[src/cra_regs.svh]
// Constants of the read-direction word assembler: codes, widths and counts.
// Assumes inclusion by the package and by the design file; definitions only.
//
// Contract
// - Four phases 00,10,11,01, one phase_o bit changes per step.
// - Phase 00 takes start marks, waits data.
// - Full word decrements count (tape block mode: end mark does); store increments address. Input word mode without sign: busy at position two, no decrement.
// - First char, sign on: illegal sign flags error.
// - Sign off, first char: position preset one.
// - Phase 10 stalls at position zero while busy bit pending.
// - Later characters skip phase 10 checks.
// - Phase 11: shift three, count, shift three.
// - Position increments unless zero at end mark.
// - Tape busy and decrement table at 7/0.
// - Input device busy and decrement table.
// - Parity error on character sets parity flag.
// - Stop code pads zero characters to seven.
// - Phase 01 raises completion when order done.
// - Phase 01 loads non-end character low.
// - Zero position end mark sets block flag.
// - Position seven wraps to zero, back 00.
// - Bad mark sets timing error and halt.
// - End mark decodes as 10001001.
// - Start mark decodes as 10100100.
// - Fifteen-bit address counter supplies store address.
// - Thirty-seven-bit buffer filled by three-bit shifts.
// - Halt flag freezes the sequencer; character buffer and store port still run.
`ifndef CRA_REGS_SVH
`define CRA_REGS_SVH

// -----------------------------------------------------------------------------
// Character codes and field sizes
// -----------------------------------------------------------------------------
`define CRA_END_MARK     8'h89
`define CRA_START_MARK   8'hA4
`define CRA_SIGN_PLUS    8'h01
`define CRA_SIGN_MINUS   8'h02
`define CRA_CHAR_W       8
`define CRA_ADDR_W       15
`define CRA_BUF_W        37
`define CRA_POS_W        3
`define CRA_SHIFT        3
`define CRA_SLICE_W      6
`define CRA_POS_LAST     3'h7
`define CRA_POS_ZERO     3'h0
`define CRA_POS_ONE      3'h1
`define CRA_POS_TWO      3'h2
`define CRA_FIFO_DEPTH   16
`define CRA_WBC_W        12

`endif

[src/cra_pkg.sv]
// Types shared by the word assembler, the character source and the bench.
// Assumes cra_regs.svh is on the include path.
`include "cra_regs.svh"

package cra_pkg;

  // One character as it arrives from the device.
  typedef struct packed {
    logic                  stop;
    logic                  par_err;
    logic [`CRA_CHAR_W-1:0] data;
  } cra_char_t;

  // Phase encoding, one-hot.
  typedef enum logic [3:0] {
    CRA_PH_00 = 4'h1,
    CRA_PH_10 = 4'h2,
    CRA_PH_11 = 4'h4,
    CRA_PH_01 = 4'h8
  } cra_phase_t;

  // Error and mark flags shown to software.
  typedef struct packed {
    logic sign_error_flag;
    logic parity_error_flag;
    logic timing_read_error;
    logic converter_halt_flag;
    logic block_mark_flag;
  } cra_flags_t;

endpackage

[src/cra_read_asm.sv]
// Read-direction converter: character buffer and word assembler.
// Assumes one 20 MHz clock, device characters already in this clock domain
// with a valid/ready handshake, and a memory port that acknowledges a store.
`timescale 1ns/1ns
`include "cra_regs.svh"

// -----------------------------------------------------------------------------
// Character buffer
// -----------------------------------------------------------------------------
module cra_fifo #(
  parameter int WIDTH = 10,
  parameter int DEPTH = `CRA_FIFO_DEPTH
) (
  // Clock and reset.
  input  wire logic             clk_i,
  input  wire logic             rst_b_i,
  input  wire logic             flush_i,
  // Fill side.
  input  wire logic             in_valid_i,
  output logic                  in_ready_o,
  input  wire logic [WIDTH-1:0] in_data_i,
  // Drain side.
  output logic                  out_valid_o,
  input  wire logic             out_ready_i,
  output logic [WIDTH-1:0]      out_data_o
);
  localparam int AW = $clog2(DEPTH);

  logic [WIDTH-1:0] mem_q [DEPTH];
  logic [AW-1:0]    wr_q;
  logic [AW-1:0]    rd_q;
  logic [AW:0]      cnt_q;
  logic             push;
  logic             pop;

  // Depth must be a power of two so the pointers wrap by themselves.
  if (DEPTH < 2 || (DEPTH & (DEPTH - 1)) != 0) begin : g_bad_depth
    $error("cra_fifo depth must be a power of two of at least two");
  end

  assign in_ready_o  = (cnt_q != DEPTH[AW:0]);
  assign out_valid_o = (cnt_q != '0);
  assign out_data_o  = mem_q[rd_q];
  assign push        = in_valid_i && in_ready_o;
  assign pop         = out_valid_o && out_ready_i;

  // Storage; a write never lands on the entry being read while full.
  always_ff @(posedge clk_i) begin
    if (push) begin
      mem_q[wr_q] <= in_data_i;
    end
  end

  // Pointers and fill level.
  always_ff @(posedge clk_i) begin
    if (!rst_b_i || flush_i) begin
      wr_q  <= '0;
      rd_q  <= '0;
      cnt_q <= '0;
    end else begin
      if (push) begin
        wr_q <= wr_q + AW'(1);
      end
      if (pop) begin
        rd_q <= rd_q + AW'(1);
      end
      cnt_q <= cnt_q + (AW+1)'(push) - (AW+1)'(pop);
    end
  end
endmodule

// -----------------------------------------------------------------------------
// Word assembler
// -----------------------------------------------------------------------------
module cra_read_asm #(
  parameter int WBC_W = `CRA_WBC_W,
  parameter int DEPTH = `CRA_FIFO_DEPTH
) (
  // Clock and reset.
  input  wire logic                     clk_i,
  input  wire logic                     rst_b_i,
  // Order control.
  input  wire logic                     clear_i,
  input  wire logic                     start_i,
  input  wire logic                     word_or_block_select_i,
  input  wire logic                     sign_interp_flag_i,
  input  wire logic                     tape_device_level_i,
  input  wire logic [WBC_W-1:0]         count_i,
  input  wire logic [`CRA_ADDR_W-1:0]   addr_i,
  // Character stream from the device.
  input  wire logic                     char_valid_i,
  output logic                          char_ready_o,
  input  wire cra_pkg::cra_char_t       char_i,
  // Memory store port.
  output logic                          mem_request_bit_o,
  input  wire logic                     mem_ack_i,
  output logic [`CRA_ADDR_W-1:0]        mem_addr_o,
  output logic [`CRA_BUF_W-1:0]         mem_data_o,
  // Status.
  output logic                          end_level_o,
  output cra_pkg::cra_flags_t           flags_o,
  output logic [1:0]                    phase_o,
  output logic [`CRA_POS_W-1:0]         char_pos_o,
  output logic [WBC_W-1:0]              word_block_counter_o
);
  import cra_pkg::*;

  if (WBC_W < 1 || WBC_W > 32) begin : g_bad_wbc
    $error("cra_read_asm counter width out of range");
  end

  cra_phase_t            ph_q;
  logic [1:0]            sub_q;
  logic [`CRA_CHAR_W-1:0] char_input_reg_q;
  logic [`CRA_BUF_W-1:0] word_assembly_buffer_q;
  logic [`CRA_POS_W-1:0] pos_q;
  logic [`CRA_POS_W-1:0] pos_d;
  logic [WBC_W-1:0]      wbc_q;
  logic [`CRA_ADDR_W-1:0] adc_q;
  logic                  bb_q;
  logic                  active_q;
  logic                  end_q;
  logic                  pad_q;
  logic                  par_q;
  cra_flags_t            fl_q;
  cra_char_t             st_data;
  logic                  st_valid;
  logic                  st_pop;
  logic                  end_mark;
  logic                  start_mark;
  logic                  legal_sign;
  logic                  run;
  logic                  set_bb;
  logic                  dec_wbc;
  logic                  wbc_zero;

  // ---------------------------------------------------------------------------
  // Staging buffer between device and character register
  // ---------------------------------------------------------------------------
  // Back-pressure reaches the device: characters wait here while the
  // phase sequencer is stalled on a pending store.
  cra_fifo #(
    .WIDTH ($bits(cra_char_t)),
    .DEPTH (DEPTH)
  ) u_stage (
    .clk_i       (clk_i),
    .rst_b_i     (rst_b_i),
    .flush_i     (clear_i),
    .in_valid_i  (char_valid_i),
    .in_ready_o  (char_ready_o),
    .in_data_i   (char_i),
    .out_valid_o (st_valid),
    .out_ready_i (st_pop),
    .out_data_o  (st_data)
  );

  // ---------------------------------------------------------------------------
  // Decodes
  // ---------------------------------------------------------------------------
  assign end_mark   = (char_input_reg_q == `CRA_END_MARK);
  assign start_mark = (char_input_reg_q == `CRA_START_MARK);
  assign legal_sign = (char_input_reg_q == `CRA_SIGN_PLUS) ||
                      (char_input_reg_q == `CRA_SIGN_MINUS);
  assign wbc_zero   = (wbc_q == '0);
  // Halt freezes the sequencer until a clear.
  assign run        = active_q && !fl_q.converter_halt_flag;
  // A character is only drawn in phase 00 and never while padding.
  assign st_pop     = run && (ph_q == CRA_PH_00) && !pad_q && st_valid;

  // Position update in the middle step of phase 11.
  always_comb begin
    pos_d = pos_q;
    if (!(pos_q == `CRA_POS_ZERO && end_mark)) begin
      pos_d = pos_q + `CRA_POS_ONE;
    end
  end

  // Busy and decrement table, evaluated on the updated position.
  always_comb begin
    set_bb  = 1'b0;
    dec_wbc = 1'b0;
    if (tape_device_level_i) begin
      if (!end_mark && pos_d == `CRA_POS_LAST) begin
        set_bb  = 1'b1;
        dec_wbc = !word_or_block_select_i;
      end else if (word_or_block_select_i && pos_d == `CRA_POS_ZERO && end_mark) begin
        dec_wbc = 1'b1;
      end
    end else if (sign_interp_flag_i) begin
      if (pos_d == `CRA_POS_LAST) begin
        set_bb  = 1'b1;
        dec_wbc = 1'b1;
      end
    end else if (!word_or_block_select_i) begin
      set_bb = (pos_d == `CRA_POS_TWO);
    end else if (pos_d == `CRA_POS_LAST) begin
      set_bb  = 1'b1;
      dec_wbc = !wbc_zero;
    end
  end

  // ---------------------------------------------------------------------------
  // Order activity and completion
  // ---------------------------------------------------------------------------
  always_ff @(posedge clk_i) begin
    if (!rst_b_i || clear_i) begin
      active_q <= 1'b0;
      end_q    <= 1'b0;
    end else if (start_i) begin
      active_q <= 1'b1;
      end_q    <= 1'b0;
    end else if (run && ph_q == CRA_PH_01 && wbc_zero) begin
      // Completion is judged on the count, which follows word or block mode.
      end_q    <= 1'b1;
      active_q <= 1'b0;
    end
  end

  // ---------------------------------------------------------------------------
  // Phase sequencer
  // ---------------------------------------------------------------------------
  always_ff @(posedge clk_i) begin
    if (!rst_b_i || clear_i || start_i) begin
      ph_q  <= CRA_PH_00;
      sub_q <= 2'h0;
    end else if (run) begin
      case (ph_q)
        CRA_PH_00: begin
          // Advance with a drawn character and no block mark pending, or while padding.
          if ((st_pop && !fl_q.block_mark_flag) || pad_q) begin
            ph_q <= CRA_PH_10;
          end
        end
        CRA_PH_10: begin
          if (!bb_q || pos_q != `CRA_POS_ZERO) begin
            ph_q <= CRA_PH_11;
          end
        end
        CRA_PH_11: begin
          sub_q <= sub_q + 2'h1;
          if (sub_q == 2'h2) begin
            sub_q <= 2'h0;
            ph_q  <= CRA_PH_01;
          end
        end
        CRA_PH_01: begin
          ph_q <= CRA_PH_00;
        end
        default: begin
          ph_q <= CRA_PH_00;
        end
      endcase
    end
  end

  // ---------------------------------------------------------------------------
  // Character register
  // ---------------------------------------------------------------------------
  always_ff @(posedge clk_i) begin
    if (!rst_b_i || clear_i) begin
      char_input_reg_q <= '0;
      par_q            <= 1'b0;
    end else if (st_pop) begin
      char_input_reg_q <= st_data.data;
      par_q            <= st_data.par_err;
    end else if (run && ph_q == CRA_PH_00) begin
      // Padding feeds zero characters; otherwise the register waits empty.
      char_input_reg_q <= '0;
      par_q            <= 1'b0;
    end
  end

  // Zero padding after a stop code from an input device in block mode.
  always_ff @(posedge clk_i) begin
    if (!rst_b_i || clear_i || start_i) begin
      pad_q <= 1'b0;
    end else if (st_pop && st_data.stop && !tape_device_level_i &&
                 word_or_block_select_i && !sign_interp_flag_i) begin
      pad_q <= 1'b1;
    end else if (run && ph_q == CRA_PH_01 && pos_q == `CRA_POS_LAST) begin
      pad_q <= 1'b0;
    end
  end

  // ---------------------------------------------------------------------------
  // Character position counter
  // ---------------------------------------------------------------------------
  always_ff @(posedge clk_i) begin
    if (!rst_b_i || clear_i || start_i) begin
      pos_q <= `CRA_POS_ZERO;
    end else if (run) begin
      // The preset waits for the pending store; presetting early would lift
      // the position off zero and let phase 10 slip past the busy stall.
      if (ph_q == CRA_PH_10 && pos_q == `CRA_POS_ZERO && !sign_interp_flag_i &&
          !end_mark && !bb_q) begin
        pos_q <= `CRA_POS_ONE;
      end else if (ph_q == CRA_PH_11 && sub_q == 2'h1) begin
        pos_q <= pos_d;
      end else if (ph_q == CRA_PH_01 && pos_q == `CRA_POS_LAST) begin
        pos_q <= `CRA_POS_ZERO;
      end
    end
  end

  // ---------------------------------------------------------------------------
  // Word assembly buffer
  // ---------------------------------------------------------------------------
  // The stored word is taken straight from the buffer at acknowledge, so the
  // buffer is emptied on that edge; phase 10 holds shifting until then only at position zero.
  always_ff @(posedge clk_i) begin
    if (!rst_b_i || clear_i || start_i) begin
      word_assembly_buffer_q <= '0;
    end else if (mem_ack_i && bb_q) begin
      word_assembly_buffer_q <= '0;
    end else if (run && ph_q == CRA_PH_11 && sub_q != 2'h1) begin
      word_assembly_buffer_q <= word_assembly_buffer_q << `CRA_SHIFT;
    end else if (run && ph_q == CRA_PH_01 && !end_mark) begin
      word_assembly_buffer_q[`CRA_SLICE_W-1:0] <=
        char_input_reg_q[`CRA_SLICE_W-1:0];
    end
  end

  // ---------------------------------------------------------------------------
  // Busy bit, word/block counter and address counter
  // ---------------------------------------------------------------------------
  always_ff @(posedge clk_i) begin
    if (!rst_b_i || clear_i) begin
      bb_q <= 1'b0;
    end else if (run && ph_q == CRA_PH_11 && sub_q == 2'h1 && set_bb) begin
      bb_q <= 1'b1;
    end else if (mem_ack_i) begin
      bb_q <= 1'b0;
    end
  end

  always_ff @(posedge clk_i) begin
    if (!rst_b_i) begin
      wbc_q <= '0;
    end else if (start_i) begin
      wbc_q <= count_i;
    end else if (run && ph_q == CRA_PH_11 && sub_q == 2'h1 && dec_wbc && !wbc_zero) begin
      wbc_q <= wbc_q - WBC_W'(1);
    end
  end

  always_ff @(posedge clk_i) begin
    if (!rst_b_i) begin
      adc_q <= '0;
    end else if (start_i) begin
      adc_q <= addr_i;
    end else if (mem_ack_i && bb_q) begin
      adc_q <= adc_q + `CRA_ADDR_W'(1);
    end
  end

  // ---------------------------------------------------------------------------
  // Flags
  // ---------------------------------------------------------------------------
  always_ff @(posedge clk_i) begin
    if (!rst_b_i || clear_i) begin
      fl_q <= '0;
    end else begin
      if (start_i) begin
        // Tape orders wait for a start mark; other devices have none.
        fl_q.block_mark_flag <= tape_device_level_i;
      end else if (st_pop && st_data.data == `CRA_START_MARK && fl_q.block_mark_flag) begin
        fl_q.block_mark_flag <= 1'b0;
      end else if (run && ph_q == CRA_PH_01 && pos_q == `CRA_POS_ZERO && end_mark) begin
        fl_q.block_mark_flag <= 1'b1;
      end
      if (run && ph_q == CRA_PH_10 && pos_q == `CRA_POS_ZERO && sign_interp_flag_i &&
          !legal_sign && !end_mark) begin
        fl_q.sign_error_flag <= 1'b1;
      end
      if (run && ph_q == CRA_PH_11 && sub_q == 2'h0 && par_q) begin
        fl_q.parity_error_flag <= 1'b1;
      end
      if (run && ph_q == CRA_PH_01 &&
          (start_mark || (end_mark && pos_q != `CRA_POS_ZERO))) begin
        fl_q.timing_read_error   <= 1'b1;
        fl_q.converter_halt_flag <= 1'b1;
      end
    end
  end

  // ---------------------------------------------------------------------------
  // Outputs
  // ---------------------------------------------------------------------------
  assign mem_request_bit_o    = bb_q;
  assign mem_addr_o           = adc_q;
  assign mem_data_o           = word_assembly_buffer_q;
  assign end_level_o          = end_q;
  assign flags_o              = fl_q;
  assign phase_o              = {ph_q[1] | ph_q[2], ph_q[2] | ph_q[3]};
  assign char_pos_o           = pos_q;
  assign word_block_counter_o = wbc_q;
endmodule

[config.mk]
export PLATFORM = sky130hd
export DESIGN_NAME = cra_read_asm
export DESIGN_NICKNAME = d
export VERILOG_FILES = /design/src/cra_pkg.sv /design/src/cra_read_asm.sv
export VERILOG_INCLUDE_DIRS = /design/src
export SDC_FILE = /design/constraint.sdc
export NUM_CORES = 1
export LEC_CHECK = 0
export BUFFER_PORTS_ARGS = -buffer_cell sky130_fd_sc_hd__buf_2
export CORE_MARGIN = 8
export CORE_UTILIZATION = 58
export DETAILED_ROUTE_END_ITERATION = 10
export PLACE_DENSITY = 0.9
export SYNTH_ARGS = -nofsm -noshare
export SYNTH_HDL_FRONTEND = slang
export SYNTH_SLANG_ARGS = --single-unit
[constraint.sdc]
create_clock -name clk_i -period 2.8 [get_ports clk_i]
set_input_delay 0.56 -clock clk_i [delete_from_list [all_inputs] [get_ports clk_i]]
set_output_delay 0.56 -clock clk_i [all_outputs]
set_load 0.02 [all_outputs]
* After elaboration in Yosys (flattened, before gate mapping)
Memory sizes are Yosys's and may differ from the RTL's. A register that Yosys moved wholly into a read port is not among the register bits. Cells that the tools add are included.
Operators by class: $add $sub $neg 8, $mul 0, div/mod/pow operators 0, magnitude comparators 0, equal/unequal tests 19, shift operators 0, mux-type cells 43, bitwise gates (word level) 2, reduce and logical (&&, ||, !) cells 83
Operators with widths (number):
- $logic_and 1x1->1 | 45
- $mux 15 | 2
- $eq 8x8->1 const B | 3
- $mux 1 | 24
- $mux 12 | 2
- $mux 4 | 5
- $mux 8 | 2
- $add 15x1->15 const B | 1
- $reduce_bool 2->1 | 7
- $logic_not 12->1 | 1
- $mux 3 | 4
- $mux 6 | 2
- $pmux 4 s3 | 1
- $sub 12x1->12 const B | 1
- $logic_not 1->1 | 11
- $reduce_bool 3->1 | 3
- $add 4x1->4 const B | 2
- $eq 8x1->1 const B | 1
- $eq 8x2->1 const B | 1
- $eq 3x3->1 const B | 2
- $logic_not 3->1 | 2
- $logic_or 1x1->1 | 6
- $ne 2x2->1 const B | 3
- $add 5x1->5 | 1
- 20 further kinds | 23
Word-level totals: flip-flop bits (word level) 103, latch bits 0, RAM bits 160, memory bits (read-only) 0, input port bits 46, word-level logic and storage cells 177, memories kept 1
Memory list:
- u_stage.mem_q | depth 16, bits a word 10, read ports 1, clocked after Yosys merged registers in 1, write ports 1, RTL line cra_read_asm.sv:29 | logic [WIDTH-1:0] mem_q [DEPTH];

* Depth between registers and ports, before layout
Gate-level depths: netlist of the first run.
word-level depth 13, mapped depth 13, mapped depth without buffers 12

* Cells and area by module
A second synthesis of the first run with hierarchy kept.
Unflattened totals: cells, all modules 908, area, all modules 11486.0 um^2
Modules (own cells, without submodules):
- cra_fifo | times used 1, cells an instance 358, area each 6986.7 um^2
- cra_read_asm | times used 1, cells an instance 550, area each 4499.3 um^2

* Least setup slack after synthesis of the first run
No wires, ideal clock.
path type register to register, start point reg fl_q, in the netlist flags_o[1], end point reg u_stage.cnt_q[4], library setup time 0.071 ns, arrival 2.574 ns, required time 2.729 ns, path slack 0.156 ns, cell stages (with the launch flop) 13, period minus slack after synthesis 2.644 ns, cell sequence dfxtp_1 nor2b_1 nand3_1 clkbuf_1 nor3_1 ha_1 inv_1 ha_1 fa_1 a21oi_1 nor2_1 or3_1 a21oi_1
Between the ends: longest elaborated chain between the ends 7
RTL lines:
- start, declared | RTL line cra_read_asm.sv:125 | cra_flags_t fl_q;
- $logic_not 1->1 | RTL line cra_read_asm.sv:166 | assign run = active_q && !fl_q.converter_halt_flag;
- $logic_and 1x1->1 | RTL line cra_read_asm.sv:166
- $logic_and 1x1->1 (3 in series) | RTL line cra_read_asm.sv:168 | assign st_pop = run && (ph_q == CRA_PH_00) && !pad_q && st_valid;
- $logic_and 1x1->1 | RTL line cra_read_asm.sv:45 | assign pop = out_valid_o && out_ready_i;
- named net u_stage.pop | RTL line cra_read_asm.sv:34 | logic pop;
- $sub 5x1->5 | RTL line cra_read_asm.sv:67 | cnt_q <= cnt_q + (AW+1)'(push) - (AW+1)'(pop);
- end signal, assigned | RTL line cra_read_asm.sv:67
- end, declared | RTL line cra_read_asm.sv:32 | logic [AW:0] cnt_q;
The timed path passes the listed nets, and every way through them passes these cells. A chain may end at the register's enable or synchronous reset.

==> results of run 1 <==
==> area by class of cell <==
type	count	area, um2	area share [%]
Multi-Input combinational cell	559	4040	30.4
Inverter	21	78.8	0.593
Sequential cell	267	6950	52.3
Tap cell	265	332	2.50
Clock inverter	20	246	1.85
Timing Repair Buffer	164	938	7.06
Clock buffer	29	703	5.29
==> cell families (layout without fill, tap and decap cells) <==
family	Yosys count	after routing	synth area share (%)
simple gates	313	313	14.0
fa+ha+maj	18	18	2.07
compound gates	142	142	8.02
flops	267	267	61.8
buf+inv	68	234	2.38
mux	60	60	9.74
xor+xnor	26	26	2.03
==> power by group <==
| part | switching (mW) | internal [mW] | total [mW] |
|---|---|---|---|
| sequential | 0.0578 | 4.22 | 4.28 |
| clock | 1.50 | 2.29 | 3.79 |
| combinational | 0.290 | 0.205 | 0.495 |
==> repair_timing <==
action | in CTS | in global routing
setup buffers | 0 | 0
gates resized for setup | 0 | 2
endpoints found under the setup margin | 0 | 1
==> critical path: cells and delay by family, from the launching register on <==
family	cells	cell delay (ns)
and+or+nand+nor	3	0.70
DFF	1	0.78
muxes	1	0.59
AOI/OAI and AO/OA	2	0.43
==> worst min-delay path by stage <==
stage                     slack (ns)        endpoint
after floorplan                 0.45        active_q
after global placement          0.44  mem_data_o[34]
after detailed placement        0.44  mem_data_o[34]
after CTS                       0.24  mem_addr_o[11]
after global routing            0.25  mem_addr_o[11]
final                           0.25   mem_addr_o[6]
==> layout by cell type, fill, tap and decap left out, types with 6 or more instances in the layout <==
cell / count
a21oi_1: 53
nand2_1: 110
nor2b_1: 8
nor2_1: 72
o21ai_0: 24
a31oi_1: 10
xnor2_1: 11
mux2i_1: 19
clkbuf_16: 27
edfxtp_1: 160
buf_4: 41
xor2_1: 15
nor3_1: 21
a22oi_1: 21
nand2b_1: 12
inv_1: 21
buf_2: 122
clkinv_2: 10
dfxtp_1: 105
ha_1: 17
mux4_2: 39
nand4_1: 12
and2_1: 13
o211ai_1: 6
o211a_1: 6
nand3_1: 23
==> state kept, by name (all words and copies together) (netlist names), 2 cells and up, named ones only <==
| name | cells |
|---|---|
| u_stage.mem_q | 160 |
| mem_data_o | 37 |
| mem_addr_o | 15 |
| word_block_counter_o | 12 |
| char_input_reg_q | 8 |
| u_stage.cnt_q | 5 |
| flags_o | 4 |
| ph_q | 4 |
| u_stage.rd_q | 4 |
| u_stage.wr_q | 4 |
| char_pos_o | 3 |
| sub_q | 2 |
==> per-layer routing <==
| metal | vias to the layer above | track usage [%] | share of wire (%) |
|---|---|---|---|
| met3 | 66 | 4.22 | 7.4 |
| met1 | 3822 | 26.9 | 40 |
| met4 | 0 | 8.83 | 3.5 |
| met2 | 310 | 38.0 | 49 |
| li1 | 3602 | - | - |
| met5 | - | 0 | 0 |
==> per-stage QoR <==
step | util [%] | area (um2) | setup WS, ns
3_3_place_gp | 64.0 | 12300 | 0.254
5_1_grt | 69.0 | 13300 | -0.0150
3_5_place_dp | 64.0 | 12300 | 0.104
2_1_floorplan | - | 11200 | 0.156
6_report | 69.0 | 13300 | 0.160
4_1_cts | 68.9 | 13300 | 0.0728
==> cells in the mapped netlist, drive strengths merged (8+ instances only) <==
master  instances
edfxtp        160
nand2         111
dfxtp         107
nor2           73
a21oi          53
mux4           39
clkbuf         30
o21ai          24
nand3          23
a22oi          21
inv            21
nor3           21
mux2i          19
buf            17
ha             17
xor2           15
and2           13
nand4          13
nand2b         12
xnor2          11
a31oi          10
nor2b           8
==> metrics.md, run 1 <==
| Metric | Value |
|---|---|
| Worst path cell trace | mux4_2 -> a22oi_1 -> nand2_1 -> nor4b_1 -> nand4_1 -> o2bb2ai_1 |
| Top cell type's share of synthesized area | 42.8% |
| DRC viols | 0 |
| Number of buffers created by CTS | 27 |
| Count of endpoints failing setup in the final report | 0 |
| Worst Hold Class | in -> reg |
| Synth unique cells | 64 |
| Hold Slack | 0.255 ns |
| Lkg Pwr | 4.78 nW |
| Total number of vias | 7,800 |
| First-pass GRT wire length | 41.7 mm |
| VDD IR max | 0.000579 V |
| Final Hold Vio Count | 0 |
| Initial Util | 58.3% |
| Largest net degree at the start of global routing | 38 |
| CTS Sinks | 267 |
| DRT Pass-1 Iters | 5 |
| Yosys reg bits | 267 |
| CTS tree | done |
| WL/cell | 20.2 um |
| Tcrit/Tclk final | 94.3% |
| Layout Nets | 1,104 |
| Top FF cell, synth | edfxtp_1 |
| Die Y | 155 um |
| Port Buf Inserts | 122 |
| Area grow syn2layout | 18.2% |
| Worst slew pin tran | 0.820 ns |
| Pwr/cell area | 644 nW/um2 |
| Status | finished, final reports clean |
| Worst EP required | 3.21 ns |
| Largest cells by area after synthesis | edfxtp_1 43%, dfxtp_1 19%, mux4_2 7.8% |
| Share of the yosys chip area belonging to registers | 61.8% |
| Worst R2R End | flags_o[0] |
| Max-slew violations | 0 |
| FP Rows | 51 |
| Min Tclk post-route | 2.64 ns |
| Number of synthesized flops with an enable pin | 160 |
| Finished Layout Cells | 1,325 |
| HPWL after DPL | 17.5 mm |
| Mapped Cells | 894 |
| Max-slew headroom | 45.2% |
| Clk Latency, worst-skew pair | 0.53 ns |
| CTS max path bufs | 3 |
| Cell Area, Synth | 11,200 um2 |
| Slowest-stage cell, CP | dfxtp_2 |
| Synthesized Nets | 958 |
| Depth of the most critical reg-to-reg path | 6 |
| Achievable Freq | 0.379 GHz |
| Top Ports | 123 |
| Yosys top cell by area | edfxtp_1 |
| Setup crit start kind | register |
| GR Util All Layers | 22.0% |
| Setup TNS | 0 ns |
| Yosys warnings | 0 |
| Core box area | 19,300 um2 |
| Vias per inst | 5.89 |
| CP endpoint kind | register |
| Diodes inserted | 0 |
| Max cap viols | 0 |
| CP peak stage delay | 0.78 ns |
| Hold Crit Depth | 2 |
| Initial antenna violation count | 0 |
| Share of layout cells above drive strength 1 | 25.8% |
| WS Path Type | reg -> reg |
| Die footprint | 24,100 um2 |
| Gr ovfl total | 0 |
| Final RePlAce weighted congestion | 0.898 |
| Hold wc startpoint | addr_i[6] |
| Inst Count DP | 1,276 |
| Max FO, Critical Path | 19 |
| Total power | 8.56 mW |
| Syn Area/Cell | 12.6 um2 |
| Final wirelength | 26.8 mm |
| Worst setup path endpoint | flags_o[0] |
| Clk root buf | clkbuf_16 |
| R2R setup slack | 0.16 ns |
| Async SR Flop Fraction | 0% |
| Post-CTS Hold Buffers | 0 |
| Die width | 155 um |
| Clock skew | 0.0130 ns |
| Final ANT Viol Nets | 0 |
| H-tree depth | 1 |
| Number of global-route vias before repair | 7,588 |
| Clk slew on worst S/H paths | 0.06 ns |
| Critical Path AT | 3.05 ns |
| Starting DRT DRC Count | 597 |
| Fillers | 1,315 |
Note: power is estimated with default switching activity, not from simulation.
==> inputs of run 2 (changes only) <==
--- a/config.mk
+++ b/config.mk
@@ -11,6 +11,7 @@
 export CORE_UTILIZATION = 58
 export DETAILED_ROUTE_END_ITERATION = 10
 export PLACE_DENSITY = 0.9
+export SETUP_SLACK_MARGIN = 0.2
 export SYNTH_ARGS = -nofsm -noshare
 export SYNTH_HDL_FRONTEND = slang
 export SYNTH_SLANG_ARGS = --single-unit
==> run 2 against run 1 <==
  * Die area unchanged
  * Global-route usage shrank 0.084 points
  * Combinational power increased by 3%
  * Clock power decreased by 9.5%
  * Worst hold slack lost 0.015 ns
  * Sequential cell count stayed put
  * Total power decreased by 4.1%
  * Critical path depth increased by 6
  * Critical path type unchanged
  * Largest power group unchanged
==> metrics.md, run 2 (synthesized netlist as in run 1, its figures left out) <==
| Metric | Value |
|---|---|
| Status | finished, final reports clean |
| Critical Path AT | 2.98 ns |
| Max cap viols | 0 |
| Number of buffers created by CTS | 27 |
| Setup TNS | 0 ns |
| RSZ-0062 raised after global routing | yes |
| Total number of vias | 7,902 |
| Largest net degree at the start of global routing | 38 |
| First-pass GRT wire length | 41.6 mm |
| DRC viols | 0 |
| Worst Hold Class | in -> reg |
| FP Rows | 51 |
| Pwr/cell area | 621 nW/um2 |
| Top Ports | 123 |
| Share of layout cells above drive strength 1 | 25.4% |
| CP endpoint kind | register |
| Count of endpoints failing setup in the final report | 0 |
| Origin of the worst setup path | u_stage.cnt_q[2] |
| Initial Util | 58.3% |
| Port Buf Inserts | 122 |
| Diodes inserted | 0 |
| Family with the most delay on the worst path | adder cells |
| Worst slew pin tran | 0.735 ns |
| Top reg by flops | u_stage.mem_q |
| Worst EP required | 3.27 ns |
| Total power | 8.21 mW |
| Hold Slack | 0.240 ns |
| Vias per inst | 5.95 |
| WP buf/inv | 2 |
| Final ANT Viol Nets | 0 |
| Max-slew headroom | 50.9% |
| VDD IR max | 0.000601 V |
| Core box area | 19,300 um2 |
| Commonest non-fill, non-tap cell in the layout | edfxtp_1 |
| WS Path Type | reg -> reg |
| Clk slew on worst S/H paths | 0.06 ns |
| Tcrit/Tclk final | 89.7% |
| Achievable Freq | 0.398 GHz |
| DRT Pass-1 Iters | 5 |
| Hold wc startpoint | addr_i[6] |
| Gr ovfl total | 0 |
| Min Tclk post-route | 2.51 ns |
| Most frequent cells in the layout | 160 x edfxtp_1, 122 x buf_2, 110 x nand2_1 |
| Area grow syn2layout | 17.7% |
| WL/cell | 20.3 um |
| H-tree depth | 1 |
| Max reg flops | 160 |
| Reg2reg start | u_stage.cnt_q[2] |
| Max FO, Critical Path | 2 |
| Initial antenna violation count | 0 |
| CTS Sinks | 267 |
| Slowest-stage cell, CP | fa_2 |
| Starting DRT DRC Count | 656 |
| CTS max path bufs | 3 |
| Final Hold Vio Count | 0 |
| Clk root buf | clkbuf_16 |
| Die footprint | 24,100 um2 |
| Final wirelength | 26.9 mm |
| Clk Latency, worst-skew pair | 0.55 ns |
| Setup crit start kind | register |
| Die Y | 155 um |
| Layout Nets | 1,107 |
| Die width | 155 um |
| CP peak stage delay | 0.38 ns |
| Lkg Pwr | 4.71 nW |
| Max-slew violations | 0 |
| Final RePlAce weighted congestion | 0.901 |
| Number of global-route vias before repair | 7,576 |
| CTS tree | done |
| GR Util All Layers | 21.9% |
| Clock skew | 0.0165 ns |
| HPWL after DPL | 17.7 mm |
| Worst path cell trace | inv_1 -> ha_2 -> nor4b_4 -> nor3_2 -> ha_1 -> inv_1 -> ha_2 -> fa_2 -> a21oi_2 -> nor2_1 -> or3_1 -> a21oi_1 |
run 2: stage by stage:
step / cells / worst slack [ns] / utilization (%) / area (um2)
after CTS: 1327 / 0.250 / 68.4 / 13200
after floorplan: 894 / 0.220 / - / 11200
final: 1328 / 0.289 / 68.7 / 13200
after global routing: 1328 / 0.151 / 68.7 / 13200
after global placement: 1278 / 0.244 / 64.0 / 12300
after detailed placement: 1278 / 0.158 / 64.0 / 12300
run 2: worst paths after layout:
path / slack [ns] / end / depth (start not counted)
worst max register to register: 0.29 / u_stage.cnt_q[4] / 12
worst min-delay path: 0.24 / mem_addr_o[6] / 2
worst max-delay path: 0.29 / u_stage.cnt_q[4] / 12
worst min register to register: 0.46 / mem_data_o[35] / 2
run 2: where the power goes:
part	total (mW)	internal [mW]	switching, mW
Combinational	0.511	0.208	0.303
Sequential	4.27	4.22	0.0547
Clock	3.43	1.96	1.47
Total	8.21	6.39	1.83
run 2: cell type report:
type                       instances  area [um2]
clock buffer                      34         702
clock inverter                    15         133
fill                            1325        6040
inverter                          21        78.8
multi-input combinational        559        4070
sequential                       267        6950
tap                              265         332
timing repair buffer             167         961
run 2: worst register-to-register path: cells and delay by family (launching register included):
kind | cells | cell delay (ns)
flops | 1 | 0.32
compound gates | 2 | 0.29
buf+inv | 2 | 0.13
fa+ha+maj | 4 | 1.01
simple gates | 4 | 0.71
run 2: per-layer routing:
metal / up-vias / wire, um / track usage, % / share of wire [%]
met2: 328 / 13500 / 37.9 / 50
met1: 3900 / 10600 / 27.4 / 39
met4: 0 / 652 / 7.21 / 2.4
li1: 3612 / - / - / -
met3: 62 / 2190 / 4.27 / 8.1
met5: - / 0 / 0 / 0
run 2: what timing repair did:
action / 4_1_cts / 5_1_grt
setup endpoints to repair: 2 / 5
setup buffers: 0 / 1
resized for setup: 1 / 10
hold buffers: 0 / 0
pin swaps: 1 / 2
==> inputs of run 3 (changes only) <==
--- a/config.mk
+++ b/config.mk
@@ -8,10 +8,11 @@
 export LEC_CHECK = 0
 export BUFFER_PORTS_ARGS = -buffer_cell sky130_fd_sc_hd__buf_2
 export CORE_MARGIN = 8
-export CORE_UTILIZATION = 58
+export CORE_UTILIZATION = 59
 export DETAILED_ROUTE_END_ITERATION = 10
-export PLACE_DENSITY = 0.9
+export PLACE_DENSITY = 0.91
 export SETUP_SLACK_MARGIN = 0.2
 export SYNTH_ARGS = -nofsm -noshare
 export SYNTH_HDL_FRONTEND = slang
+export SYNTH_HIERARCHICAL = 1
 export SYNTH_SLANG_ARGS = --single-unit
==> run 3 against run 2 <==
  * Area after synthesis rose by 2.2%
  * Largest power group unchanged
  * Core utilization increased by 1.5 points
  * Sequential cell count unchanged
  * Wire length grew 4.5%
  * Die area rose by 0.42%
  * Worst hold slack improved by 0.012 ns
  * Count of clock-buffer cells in the layout rose by 2
  * Register-to-register slack worse by 0.22 ns
  * Setup slack worse by 0.22 ns
  * Sequential share of layout area is 1.1 points lower
==> metrics.md, run 3 <==
| Metric | Value |
|---|---|
| FP Rows | 51 |
| CP endpoint kind | register |
| CTS max path bufs | 3 |
| RSZ-0062 raised after global routing | yes |
| Final Hold Vio Count | 0 |
| Starting DRT DRC Count | 680 |
| Finished Layout Cells | 1,344 |
| Max-slew violations | 0 |
| Largest cells by area after synthesis | edfxtp_1 42%, dfxtp_1 19%, mux4_2 5.5% |
| Cell Area, Synth | 11,500 um2 |
| Final ANT Viol Nets | 0 |
| Most frequent cells in the layout | 160 x edfxtp_1, 122 x buf_2, 103 x dfxtp_1 |
| Max cap viols | 0 |
| Clock skew | 0.0116 ns |
| Commonest non-fill, non-tap cell in the layout | edfxtp_1 |
| Clk root buf | clkbuf_16 |
| Core box area | 19,300 um2 |
| Worst EP required | 3.19 ns |
| Yosys top cell by area | edfxtp_1 |
| Vias per inst | 6.07 |
| H-tree depth | 1 |
| Top FF cell, synth | edfxtp_1 |
| Final wirelength | 28.1 mm |
| First-pass GRT wire length | 43.7 mm |
| Initial antenna violation count | 0 |
| Layout Nets | 1,126 |
| Most common cell in the netlist | edfxtp_1 |
| Number of global-route vias before repair | 8,070 |
| GR Util All Layers | 22.7% |
| Async SR Flop Fraction | 0% |
| Mapped Cells | 908 |
| Achievable Freq | 0.366 GHz |
| Top cell type's share of synthesized area | 41.8% |
| Synth unique cells | 72 |
| Port Buf Inserts | 122 |
| Clk pwr share | 41.1% |
| Total number of vias | 8,153 |
| Max reg flops | 160 |
| Pwr/cell area | 592 nW/um2 |
| Syn Area/Cell | 12.6 um2 |
| Synthesized Nets | 974 |
| Total power | 8.01 mW |
| DRC viols | 0 |
| Tcrit/Tclk final | 97.7% |
| Cell internal pwr | 6.21 mW |
| Largest net degree at the start of global routing | 42 |
| VDD IR max | 0.000599 V |
| Comb pwr share | 5.8% |
| Reg power frac | 53.1% |
| Number of buffers created by CTS | 27 |
| Total net switching power | 1.80 mW |
| Die Y | 156 um |
| WS Path Type | reg -> reg |
| CTS tree | done |
| Clk Latency, worst-skew pair | 0.54 ns |
| Fin area | 13,500 um2 |
| Switching Share | 22.4% |
| HPWL after DPL | 18.7 mm |
| Yosys warnings | 6 |
| Share of the yosys chip area belonging to registers | 60.5% |
| Number of synthesized flops with an enable pin | 160 |
| Count of endpoints failing setup in the final report | 0 |
| Clk slew on worst S/H paths | 0.06 ns |
| Gr ovfl total | 0 |
| Hold Slack | 0.252 ns |
| Area grow syn2layout | 17.8% |
| Max-slew headroom | 50.7% |
| Min Tclk post-route | 2.74 ns |
| Status | finished, final reports clean |
| Max FO, Critical Path | 2 |
| Critical Path AT | 3.13 ns |
| Inst Count DP | 1,288 |
| Share of layout cells above drive strength 1 | 27.0% |
| Lkg Pwr | 4.91 nW |
| Worst Hold Class | in -> reg |
| Top reg by flops | u_stage/mem_q |
| Post-synth top cells | 160 x edfxtp_1, 107 x dfxtp_1, 101 x nand2_1 |
| Diodes inserted | 0 |
| Final RePlAce weighted congestion | 0.878 |
| Initial Util | 59.6% |
| CTS Sinks | 267 |
| Top Ports | 123 |
| Die footprint | 24,200 um2 |
| WL/cell | 20.9 um |
| Placed cell area | 12,600 um2 |
| Die width | 156 um |
| Setup TNS | 0 ns |
| Yosys reg bits | 267 |
| Setup crit start kind | register |
| Worst slew pin tran | 0.739 ns |
| DRT Pass-1 Iters | 7 |
==> run 3: changes by cell type after synthesis, sizes merged, moves of 6 or more <==
cell,previous run,this run
nor4,6,17
nor3,21,27
nand2,111,103
a22oi,21,30
nor2,73,54
o21ai,24,14
buf,17,23
mux2i,19,11
==> run 3: power by group through the flow <==
stage / Combinational [mW] / Clock, mW / Sequential (mW)
2_1_floorplan: 0.233 / 0 / 4.36
6_report: 0.462 / 3.29 / 4.26
3_3_place_gp: 0.418 / 0 / 4.34
5_1_grt: 0.499 / 3.49 / 4.26
4_1_cts: 0.448 / 3.34 / 4.26
3_5_place_dp: 0.436 / 0 / 4.34
==> run 3: through the flow <==
step / utilization [%] / setup WS, ns
after floorplan: - / -0.0315
after global placement: 65.3 / 0.142
after detailed placement: 65.3 / 0.0454
after CTS: 69.8 / 0.113
after global routing: 70.2 / -0.00550
final: 70.2 / 0.0642
==> run 3: layout make-up <==
class / count / area [um2]
Multi-Input combinational cell: 565 / 4320
Tap cell: 265 / 332
Clock inverter: 12 / 68.8
Inverter: 24 / 92.6
Sequential cell: 267 / 6950
Timing Repair Buffer: 175 / 1030
Clock buffer: 36 / 729
Fill cell: 1316 / 5740
==> run 3: timing repair <==
item                       in CTS  in global routing
pin swaps                       4                  3
setup endpoints to repair       2                  3
hold buffers                    0                  0
gates resized for setup         8                 17
buffers inserted                4                  4
==> run 3: cells by family (layout without fill, tap and decap cells) <==
kind of cell    Yosys count  count (layout)  synth area share, %
simple gates            324             324                 14.6
fa+ha+maj                20              20                 2.24
mux                      51              51                 9.19
flops                   267             267                 60.5
xor+xnor                 22              22                 1.68
compound gates          148             148                 8.74
buf+inv                  76             247                 3.04
==> run 3: worst paths after layout <==
kind,from,end,slack [ns],cells after the start
setup / recovery,u_stage/cnt_q[3],u_stage/cnt_q[4],0.06,15
hold / removal,addr_i[4],mem_addr_o[4],0.25,2
setup reg to reg,u_stage/cnt_q[3],u_stage/cnt_q[4],0.06,15
hold reg to reg,mem_data_o[34],mem_data_o[34],0.45,2
==> run 3: routing by layer <==
metal / routed length (um) / vias up / part of all wire (%) / global-route usage [%]
li1: - / 3717 / - / -
met1: 10900 / 3981 / 39 / 28.3
met2: 14100 / 386 / 50 / 39.4
met3: 2250 / 69 / 8.0 / 3.77
met4: 861 / 0 / 3.1 / 7.53
met5: 0 / - / 0 / 0
==> run 3: worst max-delay path, cell delays in order, from the launching register on <==
cell      delay [ns]
dfxtp_2         0.32
inv_2           0.07
ha_4            0.13
or4b_4          0.46
nor3b_4         0.18
nand2_4         0.08
inv_2           0.04
ha_4            0.21
inv_4           0.05
ha_4            0.12
inv_2           0.04
fa_2            0.33
nand2b_4        0.16
a21oi_4         0.16
o21ai_2         0.07
nor3b_2         0.17
